[src/rtl/cwt_pkg.sv]
// Constants and carrier types for the compare waveform timer
package cwt_pkg;
    localparam int unsigned CNT_W = 8;
    localparam logic [7:0] OFS_CTRL  = 8'h00;
    localparam logic [7:0] OFS_FORCE = 8'h04;
    localparam logic [7:0] OFS_COUNT = 8'h08;
    localparam logic [7:0] OFS_CMPA  = 8'h0C;
    localparam logic [7:0] OFS_CMPB  = 8'h10;
    localparam logic [7:0] OFS_FLAGS = 8'h14;
    localparam logic [7:0] OFS_IRQEN = 8'h18;
    localparam logic [7:0] OFS_PINS  = 8'h1C;
    // Wave mode codes
    localparam logic [2:0] WM_NORMAL = 3'h0;
    localparam logic [2:0] WM_PC_FF  = 3'h1;
    localparam logic [2:0] WM_CTC    = 3'h2;
    localparam logic [2:0] WM_FP_FF  = 3'h3;
    localparam logic [2:0] WM_PC_A   = 3'h5;
    localparam logic [2:0] WM_FP_A   = 3'h7;
    // Pin action codes
    localparam logic [1:0] PA_NONE   = 2'h0;
    localparam logic [1:0] PA_TOGGLE = 2'h1;
    localparam logic [1:0] PA_CLEAR  = 2'h2;
    localparam logic [1:0] PA_SET    = 2'h3;
    localparam logic [2:0] CS_STOP   = 3'h0;
    localparam logic [7:0] CNT_MAX   = 8'hFF;
    localparam logic [7:0] CNT_BOT   = 8'h00;
    localparam logic [1:0] HTRANS_NONSEQ = 2'h2;
    localparam int unsigned FLG_OVF  = 0;
    localparam int unsigned FLG_A    = 1;
    localparam int unsigned FLG_B    = 2;
    localparam int unsigned PIN_DIR_A = 0;
    localparam int unsigned PIN_DIR_B = 1;
    localparam int unsigned PIN_PORT_A = 2;
    localparam int unsigned PIN_PORT_B = 3;
    localparam int unsigned PIN_STATE_A = 4;
    localparam int unsigned PIN_STATE_B = 5;

    // Control register layout, MSB first down to wave mode
    typedef struct packed {
        logic [2:0] clock_source_sel;
        logic [1:0] pin_action_field_b;
        logic [1:0] pin_action_field_a;
        logic       rsvd;
        logic [2:0] wave_mode_sel;
    } cwt_ctrl_t;
    localparam cwt_ctrl_t CTRL_RST = '0;

    typedef struct packed {
        logic match_b_flag;
        logic match_a_flag;
        logic overflow_flag;
    } cwt_flags_t;
endpackage

[src/rtl/cwt_timer.sv]
// Compare and waveform timer with AHB-Lite register slave
//
// Design decisions made here: the AHB-Lite slave port and the address map.
`timescale 1ns/1ps
module cwt_timer #(
    parameter int unsigned ADDR_W = 8
) (
    input  wire logic              hclk,
    input  wire logic              hresetn,
    input  wire logic              hsel,
    input  wire logic [ADDR_W-1:0] haddr,
    input  wire logic [1:0]        htrans,
    input  wire logic              hwrite,
    input  wire logic [2:0]        hsize,
    input  wire logic [31:0]       hwdata,
    input  wire logic              hready,
    output logic [31:0]            hrdata,
    output logic                   hreadyout,
    output logic                   hresp,
    input  wire logic              timer_tick,
    input  wire logic [2:0]        irq_ack,
    output logic [2:0]             irq_req,
    output logic                   wave_pin_a,
    output logic                   wave_pin_a_oe_n,
    output logic                   wave_pin_b,
    output logic                   wave_pin_b_oe_n
);
    localparam int unsigned CW = cwt_pkg::CNT_W;

    if (ADDR_W < 5 || ADDR_W > 8) begin : g_chk
        $error("ADDR_W must lie between 5 and 8");
    end

    cwt_pkg::cwt_ctrl_t  ctrl_q;
    cwt_pkg::cwt_flags_t flags_q;
    logic [CW-1:0]       count_value_q;
    logic [CW-1:0]       compare_a_value_q;
    logic [CW-1:0]       compare_b_value_q;
    logic [CW-1:0]       buf_a_q;
    logic [CW-1:0]       buf_b_q;
    logic [2:0]          irq_en_q;
    logic [3:0]          pins_q;
    logic                wave_out_state_a_q;
    logic                wave_out_state_b_q;
    logic                block_q;
    logic                count_down_q;
    logic                wr_q;
    logic [7:0]          addr_q;
    logic [31:0]         hrdata_q;
    logic                hreadyout_q;
    logic [2:0]          irq_q;
    logic                pin_a_q;
    logic                pin_a_oe_n_q;
    logic                pin_b_q;
    logic                pin_b_oe_n_q;

    logic          addr_ph;
    logic [7:0]    haddr8;
    logic          wr_ctrl;
    logic          wr_force;
    logic          wr_count;
    logic          wr_cmpa;
    logic          wr_cmpb;
    logic          wr_flags;
    logic          wr_irqen;
    logic          wr_pins;
    logic [2:0]    wm;
    logic          pwm;
    logic          fast;
    logic          tick;
    logic [CW-1:0] top;
    logic          at_top;
    logic          hit_a;
    logic          hit_b;
    logic          frc_a;
    logic          frc_b;
    logic          ovf_evt;
    logic [CW-1:0] count_d;
    logic          down_d;
    logic [31:0]   rd_mux;

    // Bus decode
    assign addr_ph  = hsel && htrans == cwt_pkg::HTRANS_NONSEQ && hready;
    assign haddr8   = 8'(haddr);
    assign wr_ctrl  = wr_q && addr_q == cwt_pkg::OFS_CTRL;
    assign wr_force = wr_q && addr_q == cwt_pkg::OFS_FORCE;
    assign wr_count = wr_q && addr_q == cwt_pkg::OFS_COUNT;
    assign wr_cmpa  = wr_q && addr_q == cwt_pkg::OFS_CMPA;
    assign wr_cmpb  = wr_q && addr_q == cwt_pkg::OFS_CMPB;
    assign wr_flags = wr_q && addr_q == cwt_pkg::OFS_FLAGS;
    assign wr_irqen = wr_q && addr_q == cwt_pkg::OFS_IRQEN;
    assign wr_pins  = wr_q && addr_q == cwt_pkg::OFS_PINS;

    // Mode decode
    assign wm   = ctrl_q.wave_mode_sel;
    assign pwm  = wm[0];
    assign fast = pwm && wm[1];
    assign tick = timer_tick && ctrl_q.clock_source_sel != cwt_pkg::CS_STOP;
    assign top  = (wm == cwt_pkg::WM_CTC || wm == cwt_pkg::WM_PC_A
                   || wm == cwt_pkg::WM_FP_A) ? compare_a_value_q : cwt_pkg::CNT_MAX;
    assign at_top = count_value_q == top;

    // Matches
    assign hit_a = tick && !block_q && !wr_count && count_value_q == compare_a_value_q;
    assign hit_b = tick && !block_q && !wr_count && count_value_q == compare_b_value_q;
    assign frc_a = wr_force && hwdata[0] && !pwm;
    assign frc_b = wr_force && hwdata[1] && !pwm;

    // Counter next value
    always_comb begin
        count_d = count_value_q;
        down_d  = count_down_q;
        ovf_evt = 1'b0;
        if (!pwm || fast) begin
            count_d = at_top ? cwt_pkg::CNT_BOT : CW'(count_value_q + 1'b1);
            down_d  = 1'b0;
            if (fast) begin
                ovf_evt = at_top;
            end else begin
                ovf_evt = count_value_q == cwt_pkg::CNT_MAX;
            end
        end else if (count_down_q) begin
            if (count_value_q == cwt_pkg::CNT_BOT) begin
                count_d = CW'(count_value_q + 1'b1);
                down_d  = 1'b0;
            end else begin
                count_d = CW'(count_value_q - 1'b1);
                ovf_evt = count_d == cwt_pkg::CNT_BOT;
            end
        end else if (at_top) begin
            count_d = CW'(count_value_q - 1'b1);
            down_d  = 1'b1;
        end else begin
            count_d = CW'(count_value_q + 1'b1);
        end
    end

    // Next output state for one channel
    function automatic logic wave_next(input logic [1:0] act, input logic st, input logic hit,
                                       input logic frc, input logic bot, input logic down,
                                       input logic [2:0] mode, input logic is_a);
        logic r;
        r = st;
        if (act == cwt_pkg::PA_NONE) begin
            r = st;
        end else if (!mode[0]) begin
            if (hit || frc) begin
                case (act)
                    cwt_pkg::PA_TOGGLE: r = ~st;
                    cwt_pkg::PA_CLEAR:  r = 1'b0;
                    default:            r = 1'b1;
                endcase
            end
        end else if (act == cwt_pkg::PA_TOGGLE) begin
            if (is_a && mode[2] && hit) begin
                r = ~st;
            end
        end else if (mode[1]) begin
            if (hit) begin
                r = act[0];
            end else if (bot) begin
                r = ~act[0];
            end
        end else if (hit) begin
            r = act[0] ^ down;
        end
        return r;
    endfunction

    // Bus address phase and read data
    always_comb begin
        rd_mux = '0;
        if (haddr8 == cwt_pkg::OFS_CTRL) begin
            rd_mux = 32'(ctrl_q);
        end else if (haddr8 == cwt_pkg::OFS_COUNT) begin
            rd_mux = 32'(count_value_q);
        end else if (haddr8 == cwt_pkg::OFS_CMPA) begin
            rd_mux = 32'(pwm ? buf_a_q : compare_a_value_q);
        end else if (haddr8 == cwt_pkg::OFS_CMPB) begin
            rd_mux = 32'(pwm ? buf_b_q : compare_b_value_q);
        end else if (haddr8 == cwt_pkg::OFS_FLAGS) begin
            rd_mux = 32'(flags_q);
        end else if (haddr8 == cwt_pkg::OFS_IRQEN) begin
            rd_mux = 32'(irq_en_q);
        end else if (haddr8 == cwt_pkg::OFS_PINS) begin
            rd_mux = 32'({wave_out_state_b_q, wave_out_state_a_q, pins_q});
        end
    end

    always_ff @(posedge hclk or negedge hresetn) begin
        if (!hresetn) begin
            wr_q        <= 1'b0;
            addr_q      <= '0;
            hrdata_q    <= '0;
            hreadyout_q <= 1'b0;
        end else begin
            hreadyout_q <= 1'b1;
            wr_q        <= addr_ph && hwrite;
            if (addr_ph) begin
                addr_q <= haddr8;
            end
            if (addr_ph && !hwrite) begin
                hrdata_q <= rd_mux;
            end
        end
    end

    // Configuration registers
    always_ff @(posedge hclk or negedge hresetn) begin
        if (!hresetn) begin
            ctrl_q   <= cwt_pkg::CTRL_RST;
            irq_en_q <= '0;
            pins_q   <= '0;
        end else begin
            if (wr_ctrl) begin
                ctrl_q <= cwt_pkg::cwt_ctrl_t'(hwdata[$bits(cwt_pkg::cwt_ctrl_t)-1:0]);
            end
            if (wr_irqen) begin
                irq_en_q <= hwdata[2:0];
            end
            if (wr_pins) begin
                pins_q <= hwdata[3:0];
            end
        end
    end

    // Counter, direction and match blocking
    always_ff @(posedge hclk or negedge hresetn) begin
        if (!hresetn) begin
            count_value_q <= '0;
            count_down_q  <= 1'b0;
            block_q       <= 1'b0;
        end else begin
            if (wr_count) begin
                count_value_q <= hwdata[CW-1:0];
                block_q       <= 1'b1;
            end else if (tick) begin
                count_value_q <= count_d;
                count_down_q  <= down_d;
                block_q       <= 1'b0;
            end
        end
    end

    // Compare values and buffers
    always_ff @(posedge hclk or negedge hresetn) begin
        if (!hresetn) begin
            compare_a_value_q <= '0;
            compare_b_value_q <= '0;
            buf_a_q           <= '0;
            buf_b_q           <= '0;
        end else begin
            if (wr_cmpa) begin
                buf_a_q <= hwdata[CW-1:0];
            end
            if (wr_cmpb) begin
                buf_b_q <= hwdata[CW-1:0];
            end
            if (!pwm) begin
                if (wr_cmpa) begin
                    compare_a_value_q <= hwdata[CW-1:0];
                end
                if (wr_cmpb) begin
                    compare_b_value_q <= hwdata[CW-1:0];
                end
            end else if (tick && !wr_count && (fast ? at_top : (at_top && !count_down_q))) begin
                compare_a_value_q <= buf_a_q;
                compare_b_value_q <= buf_b_q;
            end
        end
    end

    // Flags: set wins over either clear
    always_ff @(posedge hclk or negedge hresetn) begin
        if (!hresetn) begin
            flags_q <= '0;
        end else begin
            for (int i = 0; i < 3; i++) begin
                if ((wr_flags && hwdata[i]) || irq_ack[i]) begin
                    flags_q[i] <= 1'b0;
                end
            end
            if (tick && !wr_count && ovf_evt) begin
                flags_q.overflow_flag <= 1'b1;
            end
            if (hit_a) begin
                flags_q.match_a_flag <= 1'b1;
            end
            if (hit_b) begin
                flags_q.match_b_flag <= 1'b1;
            end
        end
    end

    // Output state bits, kept across mode changes
    always_ff @(posedge hclk or negedge hresetn) begin
        if (!hresetn) begin
            wave_out_state_a_q <= 1'b0;
            wave_out_state_b_q <= 1'b0;
        end else begin
            wave_out_state_a_q <= wave_next(ctrl_q.pin_action_field_a, wave_out_state_a_q,
                                            hit_a, frc_a, tick && at_top && !wr_count,
                                            count_down_q, wm, 1'b1);
            wave_out_state_b_q <= wave_next(ctrl_q.pin_action_field_b, wave_out_state_b_q,
                                            hit_b, frc_b, tick && at_top && !wr_count,
                                            count_down_q, wm, 1'b0);
        end
    end

    // Pins and interrupt requests
    always_ff @(posedge hclk or negedge hresetn) begin
        if (!hresetn) begin
            irq_q        <= '0;
            pin_a_q      <= 1'b0;
            pin_b_q      <= 1'b0;
            pin_a_oe_n_q <= 1'b1;
            pin_b_oe_n_q <= 1'b1;
        end else begin
            irq_q   <= flags_q & irq_en_q & ~irq_ack;
            pin_a_q <= (ctrl_q.pin_action_field_a != cwt_pkg::PA_NONE)
                       ? wave_out_state_a_q : pins_q[cwt_pkg::PIN_PORT_A];
            pin_b_q <= (ctrl_q.pin_action_field_b != cwt_pkg::PA_NONE)
                       ? wave_out_state_b_q : pins_q[cwt_pkg::PIN_PORT_B];
            pin_a_oe_n_q <= !pins_q[cwt_pkg::PIN_DIR_A];
            pin_b_oe_n_q <= !pins_q[cwt_pkg::PIN_DIR_B];
        end
    end

    assign hrdata          = hrdata_q;
    assign hreadyout       = hreadyout_q;
    assign hresp           = 1'b0;
    assign irq_req         = irq_q;
    assign wave_pin_a      = pin_a_q;
    assign wave_pin_a_oe_n = pin_a_oe_n_q;
    assign wave_pin_b      = pin_b_q;
    assign wave_pin_b_oe_n = pin_b_oe_n_q;
endmodule

[config.mk]
export PLATFORM = sky130hd
export DESIGN_NAME = cwt_timer
export DESIGN_NICKNAME = d
export VERILOG_FILES = /design/src/rtl/cwt_pkg.sv /design/src/rtl/cwt_timer.sv
export SDC_FILE = /design/constraint.sdc
export NUM_CORES = 1
export LEC_CHECK = 0
export ABC_AREA = 1
export BUFFER_PORTS_ARGS = -buffer_cell sky130_fd_sc_hd__buf_2
export CAP_MARGIN = 15
export CORE_UTILIZATION = 42
export CTS_CLUSTER_DIAMETER = 50
export DETAILED_ROUTE_END_ITERATION = 8
export PLACE_DENSITY = 0.73
export SKIP_CTS_REPAIR_TIMING = 1
export SLEW_MARGIN = 20
export SYNTH_ARGS = -nofsm -noshare
export SYNTH_HDL_FRONTEND = slang
export SYNTH_SLANG_ARGS = --single-unit
[constraint.sdc]
create_clock -name hclk -period 1.8 [get_ports hclk]
set_input_delay 0.27 -clock hclk [delete_from_list [all_inputs] [get_ports hclk]]
set_output_delay 0.27 -clock hclk [all_outputs]
set_load 0.05 [all_outputs]
==> impl_results.md, run 1 <==
* Avg Inst Size Synth at 7.25 sq um
* Port bufs at 48
* Global-route wire length before repair at 25600 um
* Vias per std cell at 5.13
* Slew Limit Fails at 0
* Crit path launch type: flop
* Die Area at between 10000 and 15000 sq um
* Die Height at 116 um
* Root buffer cell: clkbuf_16
* Setup violators final at 23
* Crit path largest cell delay at 0.42 ns
* Nets at 945
* Num CTS Buffers at 9
* Warnings from Yosys at 0
* Worst-skew pair later-pin latency at 0.36 ns
* Mapped cell area at approximately 5400 sq um
* Measured slew at the worst slew-check pin at 0.537 ns
* DP Wirelength at 12000 um
* Most common cell after layout, fill and taps aside: nand2_1
* DR WL/cell at 15.5 um
* Crit Path Class: flop to flop
* Routed WL at around 16000 um
* Mapped Cells at 747
* Initial core utilization at 0.431
* Final WS setup at -0.0918 ns
* Placed inst area at 6350 sq um
* Post-synth EDFFs at 0
* Worst path cell trace: buf_4 > nand3_1 > nor2_2 > a21oi_4 > nor2_4 > nand2_4 > clkinv_4 > nand4_4 > o21ai_4 > buf_6 > buf_4 > o21ai_2 > inv_2
* Total power at 5.96 mW
* Vias in the first global route at 5106
* Diode count at 0
* Clock tree buffer depth at 2
* Maximum clock frequency at 0.529 GHz
* Site Rows at 41
* CTS tree: yes
* Distinct cells, synth at 43
* Rel. slew slack at 0.639
* Area of the multi-input gates at between 2000 and 3000 sq um
* Initial antenna violation count at 0
* Clk slew on worst S/H paths at roughly 0.07 ns
* CP Max Fanout at 8
* Critical-path top delay cell: dfrtp_1
* Clock skew at 0.00873 ns
* WP data arrival at 2.14 ns
* Failing checks: hold timing, setup timing
* Pre-CTS WS at -0.114 ns
* Hold WC Path Type: primary input to asynchronous set/reset pin
* Initial drt markers at 567
* # fillers at 1127
* Setup TNS at -0.987 ns
* Vias post-DR at 5449
* Leakage power total at roughly 3.8 nW
* Share of layout cells above drive strength 1 at 0.291
* CTS Sinks at 93
* Most frequent cells in the layout: 190 x nand2_1, 95 x inv_1, 89 x buf_4
* Critical path's most frequent cell: buf_4
* Worst Setup SP: count_value_q[1]$_DFFE_PN0P_
* Outcome: complete, but fails checks
* Std-Cell Core Area at 12600 sq um
* Gr usage total at 0.258
* Die Wd at roughly 120 um
* RSZ-0062 raised after global routing: true
* Seq/Total Area, Yosys at 0.430
* Critical Path RT at approximately 2.1 ns
* Layout area overhead at 31.0%
* Share of flip-flops with an asynchronous set or reset at 1.00
* Pre-antenna DRT Iters at 5
* Final core utilization at 0.564
* Max Cap Viol at 0
* Ys flop type: dfrtp_1
* CP Buf/Inv Count at 5
* CP Capture Type: flop
* P per Cell Area at between 800 and 900 nW/um^2
* #FFs+latches synth at 93
* Num ports at 95
* Hold_ws at -0.0567 ns
* Placed Instances at 1031
* Final min period at 1.89 ns
* FF+latch area at 2340 sq um
* GP Congestion at 0.972
* ANT nets after route at 0
* CP top delay family: buffers and inverters
* Final worst-path cycle share at 1.05
* Final hold violations at a little over 90
* CTS H-tree lvls at 3
* Largest net degree at the start of global routing at 94
* Total gr overflow at 0
* Layout Cells excl Fill at 1063
* Post-route cell area at 7090 sq um
* Remaining DRCs at 0
* Worst VDD drop at 490 uV
* RR Startpoint: count_value_q[1]$_DFFE_PN0P_
==> worst register-to-register path, stage by stage, from the launching register on <==
cell and delay [ns]:
dfrtp_1 0.42, buf_4 0.16, nand3_1 0.12, nor2_2 0.06, a21oi_4 0.13, nor2_4 0.06, nand2_4 0.09, clkinv_4 0.07
nand4_4 0.13, o21ai_4 0.14, buf_6 0.14, buf_4 0.12, o21ai_2 0.11, inv_2 0.03
==> logic make-up after synthesis <==
logic type / after synthesis / share of synthesized area
AOI/OAI and AO/OA: 152 / 0.158
adders and majority gates: 4 / 0.00925
other: 2 / 0.00139
xor gates and xnor gates: 9 / 0.0146
DFF: 93 / 0.430
buffers and inverters: 149 / 0.126
and+or+nand+nor: 338 / 0.261
==> area by class of cell <==
class / count / share of cell area
clock buffers: 10 / 0.0323
clock inverters: 5 / 0.00512
inverters: 110 / 0.0593
multi-input cells: 527 / 0.392
flip-flops and latches: 93 / 0.330
well taps: 172 / 0.0304
repair buffers: 146 / 0.151
==> path summary, 6_finish.rpt <==
| kind | endpoint | slack (ns) | depth (start not counted) |
|---|---|---|---|
| setup / recovery | compare_a_value_q[5]$_DFFE_PN0P_ | -0.09 | 13 |
| hold / removal | hreadyout$_DFF_PN0_ | -0.06 | 2 |
| setup reg to reg | compare_a_value_q[5]$_DFFE_PN0P_ | -0.09 | 13 |
| hold reg to reg | wave_pin_b_oe_n$_DFF_PN1_ | 0.38 | 1 |
| max in group asynchronous | count_value_q[6]$_DFFE_PN0P_ | 1.44 | 2 |
| min in group hclk | irq_req[1]$_DFF_PN0_ | 0.07 | 2 |
==> state kept, by name, indices dropped and copies added, names as in the netlist, 8 cells and up <==
signal,cells
hrdata,11
addr_q,8
buf_a_q,8
buf_b_q,8
compare_a_value_q,8
compare_b_value_q,8
count_value_q,8
ctrl_q,8
==> cell usage after synthesis, drive strengths merged (4+ instances only) <==
library cell	instances	area (sq um)
nand2	213	812
inv	110	418
o21ai	102	537
dfrtp	91	2280
nor2	59	229
nand3	35	175
buf	32	235
a21oi	23	115
nand4	16	115
nor3	10	50.1
clkbuf	7	26.3
xor2	7	61.3
o22ai	6	37.5
o31ai	6	45.0
ha	4	50.1
nor4	4	25.0
==> per-layer routing <==
metal / track usage / up-vias / routed length [um]
li1: - / 2648 / -
met1: 0.330 / 2526 / 6890
met2: 0.407 / 224 / 7710
met3: 0.0544 / 51 / 1150
met4: 0.144 / 0 / 729
met5: 0 / - / 0
==> where the power goes <==
part	switching (mW)	internal, mW
Combinational	1.10	0.693
Clock	0.843	0.934
Sequential	0.143	2.24
Power figures use the tool's default switching activity.
==> inputs of run 2 (changes only) <==
==> constraint.sdc (replaced) <==
create_clock -name hclk -period 1.8 [get_ports hclk]
set_input_delay 0.09 -clock hclk [delete_from_list [all_inputs] [get_ports hclk]]
set_output_delay 0.09 -clock hclk [all_outputs]
set_load 0.05 [all_outputs]
==> run 2 against run 1 <==
The run still ends with hold timing, setup timing left. Register-to-register slack improved by 0.05 ns. Die area unchanged. Routed wire length increased by 2.0%. Clock power increased by 16%. Utilization increased by 1.2 points. Design area increased by 2.1%. Combinational power increased by 7%. Flip-flop and latch count unchanged. Critical path depth decreased by 1. Sequential power about the same. Highest routed layer unchanged.
==> impl_results.md, run 2 (synthesis results as in run 1) <==
* Outcome: complete, but fails checks (unchanged)
* Failing checks: hold timing, setup timing (unchanged)
* Vias in the first global route at 5112 (was 5106)
* Hold_ws at -0.0275 ns (was -0.0567 ns)
* Num ports at 95 (unchanged)
* Critical Path RT at 2.03 ns (was 2.05 ns)
* Crit path launch type: flop (unchanged)
* Num CTS Buffers at 9 (unchanged)
* Hold WC Path Type: primary input to flop (was primary input to asynchronous set/reset pin)
* CTS Sinks at 93 (unchanged)
* Reg-to-Reg End: compare_a_value_q[2]$_DFFE_PN0P_ (was compare_a_value_q[5]$_DFFE_PN0P_)
* Site Rows at 41 (unchanged)
* Final worst-path cycle share at 1.03 (was 1.05)
* Max Cap Viol at 0 (unchanged)
* Diode count at 0 (unchanged)
* Die Height at 116 um (unchanged)
* Nets at 960 (was 945)
* Hold Path Stages at 3
* Hold_sp: haddr[1]
* Slew Limit Fails at 0 (unchanged)
* Initial antenna violation count at 0 (unchanged)
* Clock skew at 0.00714 ns (was 0.00873 ns)
* RSZ-0062 raised after global routing: true (unchanged)
* CP top delay family: simple AND/OR/NAND/NOR gates (was buffers and inverters)
* Final WS setup at -0.0461 ns (was -0.0918 ns)
* CP Buf/Inv Count at 3 (was 5)
* Post-route cell area at 7240 sq um (was 7090 sq um)
* Clock tree buffer depth at 2 (unchanged)
* Placed inst area at 6400 sq um (was 6350 sq um)
* Maximum clock frequency at 0.542 GHz (was 0.529 GHz)
* Hold Path Sink: addr_q[1]$_DFFE_PN0P_
* Worst-case reg-to-reg path depth at 12 (was 13)
* Root buffer cell: clkbuf_16 (unchanged)
* Final min period at 1.85 ns (was 1.89 ns)
* CTS H-tree lvls at 3 (unchanged)
* Placed Instances at 1037 (was 1031)
* ANT nets after route at 0 (unchanged)
* Initial drt markers at 516 (was 567)
* Setup TNS at -0.210 ns (was -0.987 ns)
* WP data arrival at 2.08 ns (was 2.14 ns)
* Pre-antenna DRT Iters at 7 (was 5)
* Pre-CTS WS at -0.0817 ns (was -0.114 ns)
* Crit Path Class: flop to flop (unchanged)
* Most common cell after layout, fill and taps aside: nand2_1 (unchanged)
* CTS tree: yes (unchanged)
* Clk slew on worst S/H paths at 0.07 ns (about the same)
* Total power at 6.34 mW (was 5.96 mW)
* Remaining DRCs at 0 (unchanged)
* Final core utilization at 0.576 (was 0.564)
* Vias post-DR at 5556 (was 5449)
* Number of cells on the critical path at 12 (was 13)
* Most frequent cells in the layout: 184 x nand2_1, 97 x inv_1, 96 x buf_4 (was 190 x nand2_1, 95 x inv_1, 89 x buf_4)
* Die Wd at 116 um (unchanged)
* Final hold violations at 4 (was 91)
* Critical-path top delay cell: dfrtp_1 (unchanged)
* Leakage power total at 3.81 nW (was 3.76 nW)
* Vias per std cell at 5.15 (was 5.13)
* DR WL/cell at 15.6 um (was 15.5 um)
* Std-Cell Core Area at 12600 sq um (unchanged)
* CP Max Fanout at 8 (unchanged)
* Initial core utilization at 0.431 (unchanged)
* Layout area overhead at 33.7% (was 31.0%)
* Register-to-register setup slack at -0.05 ns (was -0.09 ns)
* Largest net degree at the start of global routing at 94 (unchanged)
* Worst VDD drop at 507 uV (was 490 uV)
* Routed WL at 16800 um (was 16500 um)
* Crit path largest cell delay at 0.38 ns (was 0.42 ns)
* Global-route wire length before repair at 25400 um (was 25600 um)
* Setup violators final at 10 (was 23)
* DP Wirelength at 12100 um (was 12000 um)
* Layout Cells excl Fill at 1079 (was 1063)
* Port bufs at 48 (unchanged)
* Total gr overflow at 0 (unchanged)
* CP Capture Type: flop (unchanged)
* Gr usage total at 0.254 (was 0.258)
* RR Startpoint: count_value_q[1]$_DFFE_PN0P_ (unchanged)
* Worst path cell trace: buf_6 > nand3_1 > nor2_1 > a21oi_2 > nor2_2 > nand2_4 > inv_6 > nand4_4 > o21ai_4 > nand3_2 > o21ai_2 > inv_1 (was buf_4 > nand3_1 > nor2_2 > a21oi_4 > nor2_4 > nand2_4 > clkinv_4 > nand4_4 > o21ai_4 > buf_6 > buf_4 > o21ai_2 > inv_2)
* Max reg flops at 11 (unchanged)
* Share of layout cells above drive strength 1 at 0.292 (was 0.291)
* P per Cell Area at 877 nW/um^2 (was 840 nW/um^2)
* GP Congestion at 0.943 (was 0.972)
* Die Area at 13300 sq um (unchanged)
* Worst-skew pair later-pin latency at 0.34 ns (was 0.36 ns)
==> run 2: metal layers <==
metal | part of all wire | up-vias | wire (um) | track usage
li1 | - | 2671 | - | -
met1 | 0.41 | 2599 | 6960 | 0.326
met2 | 0.48 | 240 | 8050 | 0.413
met3 | 0.077 | 46 | 1290 | 0.0570
met4 | 0.030 | 0 | 506 | 0.108
met5 | 0 | - | 0 | 0
==> run 2: worst register-to-register path: cells and delay by family, from the launching register on <==
family / cells / cell delay [ns]
buf+inv: 3 / 0.27
flops: 1 / 0.38
simple gates: 6 / 0.79
compound gates: 3 / 0.31
==> run 2: report_power, final <==
group / internal, mW / switching [mW] / leakage (nW)
clock network: 1.22 / 0.831 / 0.154
registers: 2.24 / 0.129 / 1.03
logic: 0.779 / 1.14 / 2.62
==> run 2: worst max-delay path by stage <==
stage | startpoint | to
floorplan | count_value_q[1]$_DFFE_PN0P_ | compare_a_value_q[4]$_DFFE_PN0P_
global placement | count_value_q[2]$_DFFE_PN0P_ | count_value_q[2]$_DFFE_PN0P_
detailed placement | count_value_q[2]$_DFFE_PN0P_ | count_value_q[2]$_DFFE_PN0P_
CTS | count_value_q[6]$_DFFE_PN0P_ | compare_a_value_q[2]$_DFFE_PN0P_
global route | count_value_q[1]$_DFFE_PN0P_ | compare_a_value_q[3]$_DFFE_PN0P_
finish | count_value_q[1]$_DFFE_PN0P_ | compare_a_value_q[2]$_DFFE_PN0P_
==> run 2: final cells by class <==
type,count,area [sq um]
Tap cell,172,215
Inverter,110,420
Timing Repair Buffer,161,1210
Fill cell,1112,5330
Clock buffer,11,233
Clock inverter,5,82.6
Sequential cell,93,2340
Multi-Input combinational cell,527,2740
==> inputs of run 3 (changes only) <==
- REMOVE_ABC_BUFFERS: not set -> 1
- SKIP_LAST_GASP: not set -> 1
==> run 3 against run 2 <==
The flow still finishes with violations (hold timing, setup timing). Clock-buffer cell count grew 3. Largest cell class unchanged. First-iteration DRC count shrank 0.58%. Total power grew 1.8%. Clock skew grew 0.00060 ns. Largest power group unchanged. Die area is the same. Hold slack gained 0.026 ns.
==> impl_results.md, run 3 (synthesis results as in run 1) <==
* Largest net degree at the start of global routing at 45 (was 94)
* Final min period at 1.94 ns (was 1.85 ns)
* Gr usage total at 0.262 (was 0.254)
* Vias per std cell at 5.21 (was 5.15)
* CTS Sinks at 93 (unchanged)
* Die Height at 116 um (unchanged)
* ANT nets after route at 0 (unchanged)
* Port bufs at 48 (unchanged)
* P per Cell Area at 874 nW/um^2 (was 877 nW/um^2)
* Clock tree buffer depth at 2 (unchanged)
* Worst VDD drop at 435 uV (was 507 uV)
* Crit Path Class: flop to flop (unchanged)
* Layout area overhead at 36.6% (was 33.7%)
* CTS tree: yes (unchanged)
* CP Buf/Inv Count at 3 (unchanged)
* Hold_ws at -0.00134 ns (was -0.0275 ns)
* Routed WL at 17400 um (was 16800 um)
* Worst-skew pair later-pin latency at 0.35 ns (was 0.34 ns)
* Most common cell after layout, fill and taps aside: nand2_1 (unchanged)
* Die Area at 13300 sq um (unchanged)
* Pre-CTS WS at -0.113 ns (was -0.0817 ns)
* Max Cap Viol at 0 (unchanged)
* Final core utilization at 0.588 (was 0.576)
* Maximum clock frequency at 0.514 GHz (was 0.542 GHz)
* Critical path's most frequent cell: nand2_2
* Root buffer cell: clkbuf_16 (unchanged)
* WP data arrival at 2.23 ns (was 2.08 ns)
* Failing checks: hold timing, setup timing (unchanged)
* Initial antenna violation count at 0 (unchanged)
* Clk slew on worst S/H paths at 0.06 ns (was 0.07 ns)
* Nets at 961 (was 960)
* GP Congestion at 0.967 (was 0.943)
* Measured slew at the worst slew-check pin at 0.606 ns
* Diode count at 0 (unchanged)
* Critical Path RT at 2.08 ns (was 2.03 ns)
* Crit path launch type: flop (unchanged)
* CP Max Fanout at 6 (was 8)
* CP Capture Type: flop (unchanged)
* Clock skew at 0.00773 ns (was 0.00714 ns)
* Die Wd at 116 um (unchanged)
* Hold WC Path Type: primary input to flop (unchanged)
* Setup TNS at -1.50 ns (was -0.210 ns)
* Final hold violations at 1 (was 4)
* Rel. slew slack at 0.593
* Max reg flops at 11 (unchanged)
* Most frequent cells in the layout: 181 x nand2_1, 92 x inv_1, 88 x dfrtp_1 (was 184 x nand2_1, 97 x inv_1, 96 x buf_4)
* RSZ-0062 raised after global routing: true (unchanged)
* Share of layout cells above drive strength 1 at 0.303 (was 0.292)
* DP Wirelength at 12400 um (was 12100 um)
* Crit path largest cell delay at 0.47 ns (was 0.38 ns)
* Std-Cell Core Area at 12600 sq um (unchanged)
* Outcome: complete, but fails checks (unchanged)
* Total gr overflow at 0 (unchanged)
* Num CTS Buffers at 9 (unchanged)
* CTS H-tree lvls at 3 (unchanged)
* Initial drt markers at 513 (was 516)
* Remaining DRCs at 0 (unchanged)
* Worst path cell trace: buf_6 > nor2_4 > nand2_2 > nor3b_4 > nor2_4 > inv_2 > nand2_2 > nand2_2 > inv_4 > o21ai_1 > nand2_1 > nand2_1 (was buf_6 > nand3_1 > nor2_1 > a21oi_2 > nor2_2 > nand2_4 > inv_6 > nand4_4 > o21ai_4 > nand3_2 > o21ai_2 > inv_1)
* Pre-antenna DRT Iters at 5 (was 7)
* Site Rows at 41 (unchanged)
* Initial core utilization at 0.431 (unchanged)
* Global-route wire length before repair at 26000 um (was 25400 um)
* Final worst-path cycle share at 1.08 (was 1.03)
* DR WL/cell at 16.1 um (was 15.6 um)
* Vias in the first global route at 5105 (was 5112)
* Vias post-DR at 5626 (was 5556)
* Setup violators final at 24 (was 10)
* Critical-path top delay cell: dfrtp_2 (was dfrtp_1)
* Slew Limit Fails at 0 (unchanged)
* CP top delay family: simple AND/OR/NAND/NOR gates (unchanged)
* Leakage power total at 3.86 nW (was 3.81 nW)
* Num ports at 95 (unchanged)
* Final WS setup at -0.144 ns (was -0.0461 ns)
* Register-to-register setup slack at -0.14 ns (was -0.05 ns)
## run 3: worst reg2reg max path, stage by stage (launching register included)
cell and delay (ns):
dfrtp_2 0.47, buf_6 0.17, nor2_4 0.12, nand2_2 0.07
nor3b_4 0.34, nor2_4 0.06, inv_2 0.10, nand2_2 0.06
nand2_2 0.08, inv_4 0.06, o21ai_1 0.18, nand2_1 0.09
nand2_1 0.08
## run 3: worst paths after layout
path	from	endpoint	cells past startpoint
setup / recovery	count_value_q[2]$_DFFE_PN0P_	count_value_q[2]$_DFFE_PN0P_	12
hold / removal	hwdata[8]	ctrl_q[8]$_DFFE_PN0P_	3
setup reg to reg	count_value_q[2]$_DFFE_PN0P_	count_value_q[2]$_DFFE_PN0P_	12
hold reg to reg	pins_q[0]$_DFFE_PN0P_	wave_pin_a_oe_n$_DFF_PN1_	1
max in group asynchronous	hresetn	count_value_q[4]$_DFFE_PN0P_	3
min in group asynchronous	hresetn	addr_q[0]$_DFFE_PN0P_	2
## run 3: area by class of cell
class / count / area [sq um]
inverters: 110 / 420
repair buffers: 162 / 1230
clock buffers: 14 / 294
flip-flops and latches: 93 / 2330
multi-input cells: 527 / 2860
fillers: 1104 / 5170
well taps: 172 / 215
clock inverters: 2 / 37.5
## run 3: report_power, final
part	switching [mW]	total [mW]	leakage, nW	internal [mW]
sequential	0.132	2.37	1.03	2.24
clock	0.802	2.07	0.161	1.27
combinational	1.22	2.02	2.67	0.796
## run 3: metal layers
layer	vias up	GRT usage	routed length [um]
li1	2684	-	-
met4	0	0.102	652
met1	2604	0.339	7310
met2	287	0.408	7860
met5	-	0	0
met3	51	0.0847	1600
## run 3: per-stage QoR
step | instance area (sq um) | power, mW | cells
floorplan | 5230 | 3.27 | 729
global placement | 6340 | 3.99 | 1034
detailed placement | 6340 | 4.00 | 1034
CTS | 6670 | 6.08 | 1050
global route | 7390 | 6.78 | 1080
finish | 7390 | 6.46 | 1080
